### src/include/gpio_irq_regs.svh
`ifndef GPIO_IRQ_REGS_SVH
`define GPIO_IRQ_REGS_SVH

// register addresses on the 8-bit register port
`define ADDR_MASK_PG      8'h03
`define ADDR_MASK_MISC    8'h04
`define ADDR_PG_EVENTS    8'h05
`define ADDR_MISC_EVENTS  8'h06
`define ADDR_SLEEP_EN     8'h07
`define ADDR_PIN_CFG12    8'h1b
`define ADDR_PIN_CFG3     8'h1c

// reset values
`define RST_MASK          8'h00
`define RST_SLEEP_EN      8'h00
`define RST_PIN_CFG12     8'h00
`define RST_PIN_CFG3      8'h00
`define RST_EVENTS        8'h00
`define READ_ZERO         8'h00

// pin_cfg12 fields
`define P1_DIR_BIT        0
`define P1_LVL_BIT        1
`define P1_RISE_BIT       2
`define P2_DIR_BIT        3
`define P2_LVL_BIT        4
`define P2_RISE_BIT       5
`define P1_IRQ_EN_BIT     6
`define P2_IRQ_EN_BIT     7

// pin_cfg3 fields
`define P3_DIR_BIT        0
`define P3_LVL_BIT        1
`define P1_FUNC_LSB       2
`define P1_FUNC_MSB       3
`define P2_FUNC_BIT       4

// power_good_events bits: buck one..three, then linear regs 1..5
`define PG_BUCK_ONE_BIT   0
`define PG_BUCK_TWO_BIT   1
`define PG_BUCK_THREE_BIT 2

// misc_events bits
`define EV_ADC_DONE_BIT   0
`define EV_BAT_TAG_BIT    1
`define EV_PIN_ONE_BIT    2
`define EV_PIN_TWO_BIT    3
`define EV_THERMAL_BIT    4
`define EV_CHG_BIT        5
`define EV_ADC_UPPER_BIT  6
`define EV_ADC_LOWER_BIT  7

`endif

### src/include/gpio_irq_pkg.sv
package gpio_irq_pkg;

    typedef enum logic [1:0] {
        P1_FUNC_BUCK_EN  = 2'b00,
        P1_FUNC_STANDBY  = 2'b01,
        P1_FUNC_IRQ_ONLY = 2'b10
    } pin_one_func_t;

    typedef enum logic {
        P2_FUNC_BUCK_EN  = 1'b0,
        P2_FUNC_IRQ_ONLY = 1'b1
    } pin_two_func_t;

endpackage

### src/hdl/gpio_event_irq.sv
`timescale 1ns/100ps
`include "gpio_irq_regs.svh"
module gpio_event_irq
    import gpio_irq_pkg::*;
(
    input  wire logic       MCLK_I,
    input  wire logic       RSTN_I,
    input  wire logic [7:0] ADDR_I,
    input  wire logic       WR_EN_I,
    input  wire logic       RD_EN_I,
    input  wire logic [7:0] WDATA_I,
    output logic      [7:0] RDATA_O,
    input  wire logic       GEN_PIN_ONE_I,
    output logic            GEN_PIN_ONE_O,
    output logic            GEN_PIN_ONE_OE_O,
    input  wire logic       GEN_PIN_TWO_I,
    output logic            GEN_PIN_TWO_O,
    output logic            GEN_PIN_TWO_OE_O,
    input  wire logic       GEN_PIN_THREE_I,
    output logic            GEN_PIN_THREE_O,
    output logic            GEN_PIN_THREE_OE_O,
    input  wire logic [7:0] PG_FAULT_I,
    input  wire logic       THERMAL_I,
    input  wire logic       ADC_DONE_I,
    input  wire logic       ADC_ABOVE_I,
    input  wire logic       ADC_BELOW_I,
    input  wire logic       BAT_TAG_I,
    input  wire logic [1:0] CHG_STATE_I,
    output logic            BUCK_ONE_EN_O,
    output logic            BUCK_TWO_EN_O,
    output logic            BUCK_STANDBY_O,
    output logic            ADC_START_O,
    output logic            ADC_SLEEP_O,
    output logic            HOST_IRQ_O
);
    logic [7:0]    mask_pg_reg;
    logic [7:0]    mask_misc_reg;
    logic [7:0]    sleep_en_reg;
    logic [7:0]    pin_cfg12_reg;
    logic [7:0]    pin_cfg3_reg;
    logic [7:0]    pg_ack_reg;
    logic [7:0]    misc_ack_reg;
    logic [8:0]    flt_meta_reg;
    logic [8:0]    flt_sync_reg;
    logic          thermal_prev_reg;
    logic [1:0]    chg_prev_reg;
    logic          chg_valid_reg;
    logic [2:0]    pin_raw;
    logic [2:0]    pin_lvl;
    logic [2:0]    pin_edge;
    logic [2:0]    pin_rise;
    logic [2:0]    pin_in;
    logic [7:0]    pg_fault_sync;
    logic          thermal_sync;
    pin_one_func_t p1_func;
    pin_two_func_t p2_func;
    logic          rd_pg;
    logic          rd_misc;
    logic [7:0]    pg_set;
    logic [7:0]    misc_set;
    logic [7:0]    rdata_next;
    logic          irq_next;

    function automatic logic addr_hit(input logic [7:0] a, input logic [7:0] target, input logic en);
        addr_hit = en && (a == target);
    endfunction

    assign pin_raw  = {GEN_PIN_THREE_I, GEN_PIN_TWO_I, GEN_PIN_ONE_I};
    assign pin_in   = ~{pin_cfg3_reg[`P3_DIR_BIT], pin_cfg12_reg[`P2_DIR_BIT], pin_cfg12_reg[`P1_DIR_BIT]};
    assign pin_rise = {1'b1, pin_cfg12_reg[`P2_RISE_BIT], pin_cfg12_reg[`P1_RISE_BIT]};
    assign p1_func  = pin_one_func_t'(pin_cfg3_reg[`P1_FUNC_MSB:`P1_FUNC_LSB]);
    assign p2_func  = pin_two_func_t'(pin_cfg3_reg[`P2_FUNC_BIT]);

    genvar g;
    generate
        for (g = 0; g < 3; g = g + 1) begin : gen_pin
            pin_sync_edge u_sync (
                .clk_i      (MCLK_I),
                .rst_n_i    (RSTN_I),
                .pin_i      (pin_raw[g]),
                .rise_sel_i (pin_rise[g]),
                .level_o    (pin_lvl[g]),
                .edge_o     (pin_edge[g])
            );
        end
    endgenerate

    // analog comparator levels arrive unsynchronised
    always_ff @(posedge MCLK_I or negedge RSTN_I) begin
        if (!RSTN_I) begin
            flt_meta_reg     <= 9'h000;
            flt_sync_reg     <= 9'h000;
            thermal_prev_reg <= 1'b0;
        end else begin
            flt_meta_reg     <= {THERMAL_I, PG_FAULT_I};
            flt_sync_reg     <= flt_meta_reg;
            thermal_prev_reg <= flt_sync_reg[8];
        end
    end

    assign pg_fault_sync = flt_sync_reg[7:0];
    assign thermal_sync  = flt_sync_reg[8];

    // charger state is on-chip logic on this clock; first sample only arms the compare
    always_ff @(posedge MCLK_I or negedge RSTN_I) begin
        if (!RSTN_I) begin
            chg_prev_reg  <= 2'b00;
            chg_valid_reg <= 1'b0;
        end else begin
            chg_prev_reg  <= CHG_STATE_I;
            chg_valid_reg <= 1'b1;
        end
    end

    // configuration registers
    always_ff @(posedge MCLK_I or negedge RSTN_I) begin
        if (!RSTN_I) begin
            mask_pg_reg   <= `RST_MASK;
            mask_misc_reg <= `RST_MASK;
            sleep_en_reg  <= `RST_SLEEP_EN;
            pin_cfg12_reg <= `RST_PIN_CFG12;
            pin_cfg3_reg  <= `RST_PIN_CFG3;
        end else begin
            if (addr_hit(ADDR_I, `ADDR_MASK_PG, WR_EN_I)) begin
                mask_pg_reg <= WDATA_I;
            end
            if (addr_hit(ADDR_I, `ADDR_MASK_MISC, WR_EN_I)) begin
                mask_misc_reg <= WDATA_I;
            end
            if (addr_hit(ADDR_I, `ADDR_SLEEP_EN, WR_EN_I)) begin
                sleep_en_reg <= WDATA_I;
            end
            if (addr_hit(ADDR_I, `ADDR_PIN_CFG12, WR_EN_I)) begin
                pin_cfg12_reg <= WDATA_I;
            end
            if (addr_hit(ADDR_I, `ADDR_PIN_CFG3, WR_EN_I)) begin
                pin_cfg3_reg <= WDATA_I;
            end
        end
    end

    // event sources
    assign pg_set = pg_fault_sync;
    always_comb begin
        misc_set                    = 8'h00;
        misc_set[`EV_ADC_DONE_BIT]  = ADC_DONE_I & ~ADC_ABOVE_I & ~ADC_BELOW_I;
        misc_set[`EV_BAT_TAG_BIT]   = BAT_TAG_I;
        misc_set[`EV_PIN_ONE_BIT]   = pin_in[0] & pin_cfg12_reg[`P1_IRQ_EN_BIT] & pin_edge[0];
        misc_set[`EV_PIN_TWO_BIT]   = pin_in[1] & pin_cfg12_reg[`P2_IRQ_EN_BIT] & pin_edge[1];
        misc_set[`EV_THERMAL_BIT]   = thermal_sync & ~thermal_prev_reg;
        misc_set[`EV_CHG_BIT]       = chg_valid_reg & (CHG_STATE_I != chg_prev_reg);
        misc_set[`EV_ADC_UPPER_BIT] = ADC_ABOVE_I;
        misc_set[`EV_ADC_LOWER_BIT] = ADC_BELOW_I;
    end

    assign rd_pg   = addr_hit(ADDR_I, `ADDR_PG_EVENTS, RD_EN_I);
    assign rd_misc = addr_hit(ADDR_I, `ADDR_MISC_EVENTS, RD_EN_I);

    // a set in the read cycle survives the clear, so no event is lost
    always_ff @(posedge MCLK_I or negedge RSTN_I) begin
        if (!RSTN_I) begin
            pg_ack_reg   <= `RST_EVENTS;
            misc_ack_reg <= `RST_EVENTS;
        end else begin
            pg_ack_reg   <= pg_set | (pg_ack_reg & ~{8{rd_pg}});
            misc_ack_reg <= misc_set | (misc_ack_reg & ~{8{rd_misc}});
        end
    end

    always_comb begin
        rdata_next = `READ_ZERO;
        unique case (ADDR_I)
            `ADDR_MASK_PG:     rdata_next = mask_pg_reg;
            `ADDR_MASK_MISC:   rdata_next = mask_misc_reg;
            `ADDR_PG_EVENTS:   rdata_next = pg_ack_reg;
            `ADDR_MISC_EVENTS: rdata_next = misc_ack_reg;
            `ADDR_SLEEP_EN:    rdata_next = sleep_en_reg;
            `ADDR_PIN_CFG12:   rdata_next = pin_cfg12_reg;
            `ADDR_PIN_CFG3:    rdata_next = pin_cfg3_reg;
            default:           rdata_next = `READ_ZERO;
        endcase
    end

    // read data holds until the next read
    always_ff @(posedge MCLK_I or negedge RSTN_I) begin
        if (!RSTN_I) begin
            RDATA_O <= `READ_ZERO;
        end else if (RD_EN_I) begin
            RDATA_O <= rdata_next;
        end
    end

    // pin drivers
    always_ff @(posedge MCLK_I or negedge RSTN_I) begin
        if (!RSTN_I) begin
            GEN_PIN_ONE_O      <= 1'b0;
            GEN_PIN_ONE_OE_O   <= 1'b0;
            GEN_PIN_TWO_O      <= 1'b0;
            GEN_PIN_TWO_OE_O   <= 1'b0;
            GEN_PIN_THREE_O    <= 1'b0;
            GEN_PIN_THREE_OE_O <= 1'b0;
        end else begin
            GEN_PIN_ONE_O      <= pin_cfg12_reg[`P1_LVL_BIT];
            GEN_PIN_ONE_OE_O   <= ~pin_in[0];
            GEN_PIN_TWO_O      <= pin_cfg12_reg[`P2_LVL_BIT];
            GEN_PIN_TWO_OE_O   <= ~pin_in[1];
            GEN_PIN_THREE_O    <= pin_cfg3_reg[`P3_LVL_BIT];
            GEN_PIN_THREE_OE_O <= ~pin_in[2];
        end
    end

    // converter control from input pins; an unused code drives buck one enable and standby low
    always_ff @(posedge MCLK_I or negedge RSTN_I) begin
        if (!RSTN_I) begin
            BUCK_ONE_EN_O  <= 1'b0;
            BUCK_STANDBY_O <= 1'b0;
        end else begin
            BUCK_ONE_EN_O  <= 1'b0;
            BUCK_STANDBY_O <= 1'b0;
            unique case (p1_func)
                P1_FUNC_BUCK_EN:  BUCK_ONE_EN_O  <= pin_in[0] & pin_lvl[0];
                P1_FUNC_STANDBY:  BUCK_STANDBY_O <= pin_in[0] & pin_lvl[0];
                P1_FUNC_IRQ_ONLY: BUCK_ONE_EN_O  <= 1'b0;
                default:          BUCK_ONE_EN_O  <= 1'b0;
            endcase
        end
    end

    always_ff @(posedge MCLK_I or negedge RSTN_I) begin
        if (!RSTN_I) begin
            BUCK_TWO_EN_O <= 1'b0;
        end else begin
            BUCK_TWO_EN_O <= pin_in[1] & (p2_func == P2_FUNC_BUCK_EN) & pin_lvl[1];
        end
    end

    // adc start is a one-cycle pulse per rising edge of input pin three
    always_ff @(posedge MCLK_I or negedge RSTN_I) begin
        if (!RSTN_I) begin
            ADC_START_O <= 1'b0;
            ADC_SLEEP_O <= 1'b0;
        end else begin
            ADC_START_O <= pin_in[2] & pin_edge[2];
            ADC_SLEEP_O <= |(pg_fault_sync & sleep_en_reg);
        end
    end

    // level interrupt: drops only once every unmasked bit is read away
    assign irq_next = |(pg_ack_reg & ~mask_pg_reg) | |(misc_ack_reg & ~mask_misc_reg);

    always_ff @(posedge MCLK_I or negedge RSTN_I) begin
        if (!RSTN_I) begin
            HOST_IRQ_O <= 1'b0;
        end else begin
            HOST_IRQ_O <= irq_next;
        end
    end
endmodule

### src/hdl/pin_sync_edge.sv
`timescale 1ns/100ps
module pin_sync_edge (
    input  wire logic clk_i,
    input  wire logic rst_n_i,
    input  wire logic pin_i,
    input  wire logic rise_sel_i,
    output logic      level_o,
    output logic      edge_o
);
    logic meta_reg;
    logic sync_reg;
    logic prev_reg;

    // meta_reg feeds sync_reg only; edges come from the settled pair
    always_ff @(posedge clk_i or negedge rst_n_i) begin
        if (!rst_n_i) begin
            meta_reg <= 1'b0;
            sync_reg <= 1'b0;
            prev_reg <= 1'b0;
        end else begin
            meta_reg <= pin_i;
            sync_reg <= meta_reg;
            prev_reg <= sync_reg;
        end
    end

    assign level_o = sync_reg;
    assign edge_o  = rise_sel_i ? (sync_reg & ~prev_reg) : (~sync_reg & prev_reg);
endmodule

### config.mk
export PLATFORM = sky130hd
export DESIGN_NAME = gpio_event_irq
export DESIGN_NICKNAME = d
export VERILOG_FILES = /design/src/include/gpio_irq_pkg.sv /design/src/hdl/gpio_event_irq.sv /design/src/hdl/pin_sync_edge.sv
export VERILOG_INCLUDE_DIRS = /design/src /design/src/include
export SDC_FILE = /design/constraint.sdc
export NUM_CORES = 1
export LEC_CHECK = 0
export ABC_CLOCK_PERIOD_IN_PS = 1300
export BUFFER_PORTS_ARGS = -buffer_cell sky130_fd_sc_hd__buf_4
export CELL_PAD_IN_SITES_DETAIL_PLACEMENT = 1
export CELL_PAD_IN_SITES_GLOBAL_PLACEMENT = 1
export CORE_MARGIN = 2
export CORE_UTILIZATION = 43
export DETAILED_ROUTE_END_ITERATION = 10
export PLACE_DENSITY_LB_ADDON = 0.2
export SKIP_CTS_REPAIR_TIMING = 1
export SYNTH_ARGS = -nofsm -noshare
export SYNTH_HDL_FRONTEND = slang
export SYNTH_SLANG_ARGS = --single-unit
### constraint.sdc
create_clock -name MCLK_I -period 1.3 [get_ports MCLK_I]
set_input_delay 0.195 -clock MCLK_I [delete_from_list [all_inputs] [get_ports MCLK_I]]
set_output_delay 0.195 -clock MCLK_I [all_outputs]
set_load 0.02 [all_outputs]
== Word level (Yosys, flattened, before mapping) ==
Index checks and enable logic that the tools add are counted.
Word-level totals
  output and inout port bits: 20
  word-level logic and storage cells: 101
  bits in registers: 107
Cells by class
  reduce and logical (&&, ||, !) cells: 11
  muxes and demuxes: 5
  bitwise logic cells: 42
  equality and inequality tests: 9
Operator list (number)
  $pmux W8 S7: 1
  $and A8 B8 Y8: 5
  $eq A8 B3 Y1 const B: 4
  $not A8 Y8: 4
  $reduce_or A8 Y1: 3
  $and A1 B1 Y1: 17
  $eq A8 B5 Y1 const B: 2
  $or A8 B8 Y8: 2
  $not A1 Y1: 12
  $eq A8 B2 Y1 const B: 1
  $logic_and A1 B1 Y1: 7
  $mux W1: 4
  $not A3 Y3: 1
  $eq A2 B1 Y1 const B: 1
  $logic_not A2 Y1: 1
  $ne A2 B2 Y1: 1
  $or A1 B1 Y1: 1

== Longest topological paths before layout ==
  word-level depth: 5
  gate-level depth with buffers: 6
  gate-level depth less buffers: 4

== By module ==
Synthesis repeated with hierarchy kept, for this count alone.
Second synthesis, totals
  cell total of the unflattened synthesis: 295
  area total of the unflattened synthesis: 4320.4 µm²
Modules (own cells, without submodules)
  gpio_event_irq: times used 1, area each 4027.6 µm², cells an instance 277
  pin_sync_edge: times used 3, area each 97.6 µm², cells an instance 6

== Worst setup path before layout ==
OpenSTA, ideal clock, no wires.
  kind: input to register
  start: in ADDR_I[7]
  end: reg pin_cfg12_reg[7]
  arrival time: 1.403 ns
  stages: 4
  path slack: -0.228 ns
  path buffers: 0
  library setup time: 0.125 ns
  data required time: 1.175 ns
  path through: nor3_2 -> nor3b_4 -> nand3_4 -> mux2_4
Between the ends
  cells in the longest elaborated chain, start to end: 2
Ends and longest elaborated chain
  start: declaration: line gpio_event_irq.sv:8  | input wire logic [7:0] ADDR_I,
  $eq A8 B5 Y1: line gpio_event_irq.sv:65  | addr_hit = en && (a == target);
  $logic_and A1 B1 Y1: line gpio_event_irq.sv:65
  end signal: assignment: line gpio_event_irq.sv:121  | pin_cfg12_reg <= `RST_PIN_CFG12;
  end: declaration: line gpio_event_irq.sv:39  | logic [7:0] pin_cfg12_reg;
Every way passes these cells.
A chain may end at the register's enable or synchronous reset.

== Worst setup path after layout ==
  start: reg pg_ack_reg[5]
  end: reg RDATA_O[5]
Between the ends
  cells in the longest elaborated chain, start to end: 1
Ends and longest elaborated chain
  start: declaration: line gpio_event_irq.sv:41  | logic [7:0] pg_ack_reg;
  start signal: assignment: line gpio_event_irq.sv:162  | pg_ack_reg <= `RST_EVENTS;
  start signal: assignment: line gpio_event_irq.sv:165  | pg_ack_reg <= pg_set | (pg_ack_reg & ~{8{rd_pg}});
  $pmux W8 S7: line gpio_event_irq.sv:172  | unique case (ADDR_I)
  end signal: assignment: line gpio_event_irq.sv:187  | RDATA_O <= `READ_ZERO;
  end signal: assignment: line gpio_event_irq.sv:189  | RDATA_O <= rdata_next;
  end: declaration: line gpio_event_irq.sv:12  | output logic [7:0] RDATA_O,
Every way passes these cells.

==> metrics.txt <==
status complete, but fails checks; violated checks negative setup slack; xor-xnor portion of the synthesized cell area 0.00408; cts bufs inserted 9; Critical Path AT 1.74 ns; post-synthesis compound-gate area fraction 0.107; # fillers 991; Netlist cell types 44; FMAX 0.680 GHz; GPL Wtd Cong 0.852; proportion of synthesized area in mux cells 0.157; RSZ-0062 raised after global routing yes; final core occ 0.593; most common cell after layout, fill and taps aside dfrtp_1; Synth Area in Simple Gates 0.0746; mean routed wirelength per cell 19.5 um; number of global-route vias before repair 3008; share of layout cells above drive strength 1 0.462; clk_lat worst skew 0.38 ns; fin nets 453; path category of the worst min-delay check in2reg; fin crit share 1.13; Global Route Usage Sum 0.205; antenna-violating nets left 0; CTS tree done; pin count of the biggest net entering global routing 55; number of synthesized flops with an enable pin 0; syn avg cell area 14.9 um^2; top flip-flop cell by instance count after synthesis dfrtp_1; Req. time, crit path 1.57 ns; multi-input logic area 1600 um^2; Max Cap Violations 0; area share of the leading cell type in the synthesized netlist 0.624; CTS Sinks 107; largest family of logic cells by synthesized area multiplexers; Async S/R FF share, synth 1.00; DR DRC count 0; CP max FO 2; fin crit period 1.47 ns; clk_skew 0.0125 ns; Die H 104 um; post-route cell area 5770 um^2; port bufs 57; VDD IR max 0.745 mV; number of synthesis warnings 0; WHS 0.00789 ns; endpoints failing hold 0; CTS root buf clkbuf_8; Core Region 9730 um^2; synthesized flop and latch total 107; Sequential Area 2680 um^2; initial DRC count 80; Post-Synth Adder-Cell Area 0; H-tree depth 3; total power per unit cell area 1100 nW/um^2; fin. max-slew vios 0; total routed wirelength 10800 um; Setup WS post-layout -0.171 ns; row count 36; # setup viols final 3; kind of end point of the critical path register; initial antenna violation count 0; ranking of synthesized cells by area dfrtp_1 62%, mux2_2 10%, mux4_1 4.9%, a21o_1 2.1%, a22o_1 2.0%; Leak 2.74 nW; Longest Clk Path Bufs 2; cell area after synthesis 4290 um^2; Vias 2927; n_diodes 0; highest-count cells in the layout ignoring fill and taps 107 x dfrtp_1, 99 x buf_4, 37 x mux2_2, 17 x inv_1, 15 x dlygate4sd3_1; IO Count 58; CTS clock-pin slew for the worst setup and hold paths 0.10 ns; sequential fraction of the synthesis area 0.624; crit start category register; Worst Path Class, Setup reg2reg; first-pass detailed-route iteration total 6; Initial Util 0.441; post-synthesis net count 326; Die Width 104 um; GRT overflow 0; Via density 5.29; Syn Inst Count 288; Final HPWL DP 7940 um; Post-DP Area 5280 um^2; first-pass GRT wire length 16900 um; Area growth syn-to-layout 34.3%; Die ar. 10800 um^2; Synth area leader dfrtp_1
## cell families after synthesis
logic type	after synthesis
compound gates	57
xor+xnor	2
buf+inv	28
flops	107
mux	49
other cells	1
simple gates	44
## synthesized netlist by cell type, types with 2 or more instances
cell type  instances
nor3b_1            4
a21o_1            12
dfrtp_1          107
buf_2              4
o21ai_0            2
nand2_1           11
nand3_4            2
nor2_1             8
xnor2_1            2
mux4_1             8
mux2_2            39
nand4_1            2
a222oi_1           5
a32o_1             2
buf_6              2
a221oi_1           7
and3_1             3
a22oi_1            4
a211oi_1           5
o22ai_1            4
nand4b_2           2
a22o_1            10
inv_1             19
and2_1             2
o2bb2ai_1          3
## metrics by stage
step	setup TNS, ns	total power, W	cells	worst slack (ns)
final	-0.465	0.00632	553	-0.171
after CTS	-0.952	0.00633	536	-0.302
after global routing	-0.863	0.00657	553	-0.213
after detailed placement	-18.88	0.00428	520	-0.367
after floorplan	-3.14	0.00387	288	-0.178
after global placement	-17.24	0.00426	520	-0.346
## layout make-up
cell class | instances | area share
inverters | 20 | 0.0135
clock buffers | 9 | 0.0215
multi-input cells | 153 | 0.277
repair buffers | 124 | 0.182
clock inverters | 7 | 0.0128
flip-flops and latches | 107 | 0.464
well taps | 133 | 0.0289
## path summary, 6_finish.rpt
kind	cells after the start	slack [ns]	from	to
max reg2reg	4	-0.17	pg_ack_reg[5]$_DFF_PN0_	RDATA_O[5]$_DFFE_PN0P_
max	4	-0.17	pg_ack_reg[5]$_DFF_PN0_	RDATA_O[5]$_DFFE_PN0P_
min	2	0.008	ADC_BELOW_I	misc_ack_reg[7]$_DFF_PN0_
min reg2reg	0	0.36	flt_meta_reg[4]$_DFF_PN0_	flt_sync_reg[4]$_DFF_PN0_
max in group asynchronous	3	0.67	RSTN_I	flt_sync_reg[2]$_DFF_PN0_
min in group asynchronous	2	0.15	RSTN_I	ADC_START_O$_DFF_PN0_
## power by group
| group | switching [W] | internal [W] |
|---|---|---|
| Combinational | 0.000328 | 0.000376 |
| Clock | 0.00115 | 0.000901 |
| Sequential | 0.0000975 | 0.00347 |
| Total | 0.00157 | 0.00475 |
## worst max-delay path, stage by stage, from the launching register on
cell	delay (ns)
dfrtp_1	0.41
mux4_2	0.51
and3_4	0.17
a221oi_2	0.17
o2bb2ai_1	0.10
## metal layers
layer	global-route usage	wire (um)
met1	0.279	4780
met2	0.333	5420
met3	0.0320	356
met4	0.0830	244
met5	0	0
Power figures use the tool's default switching activity.
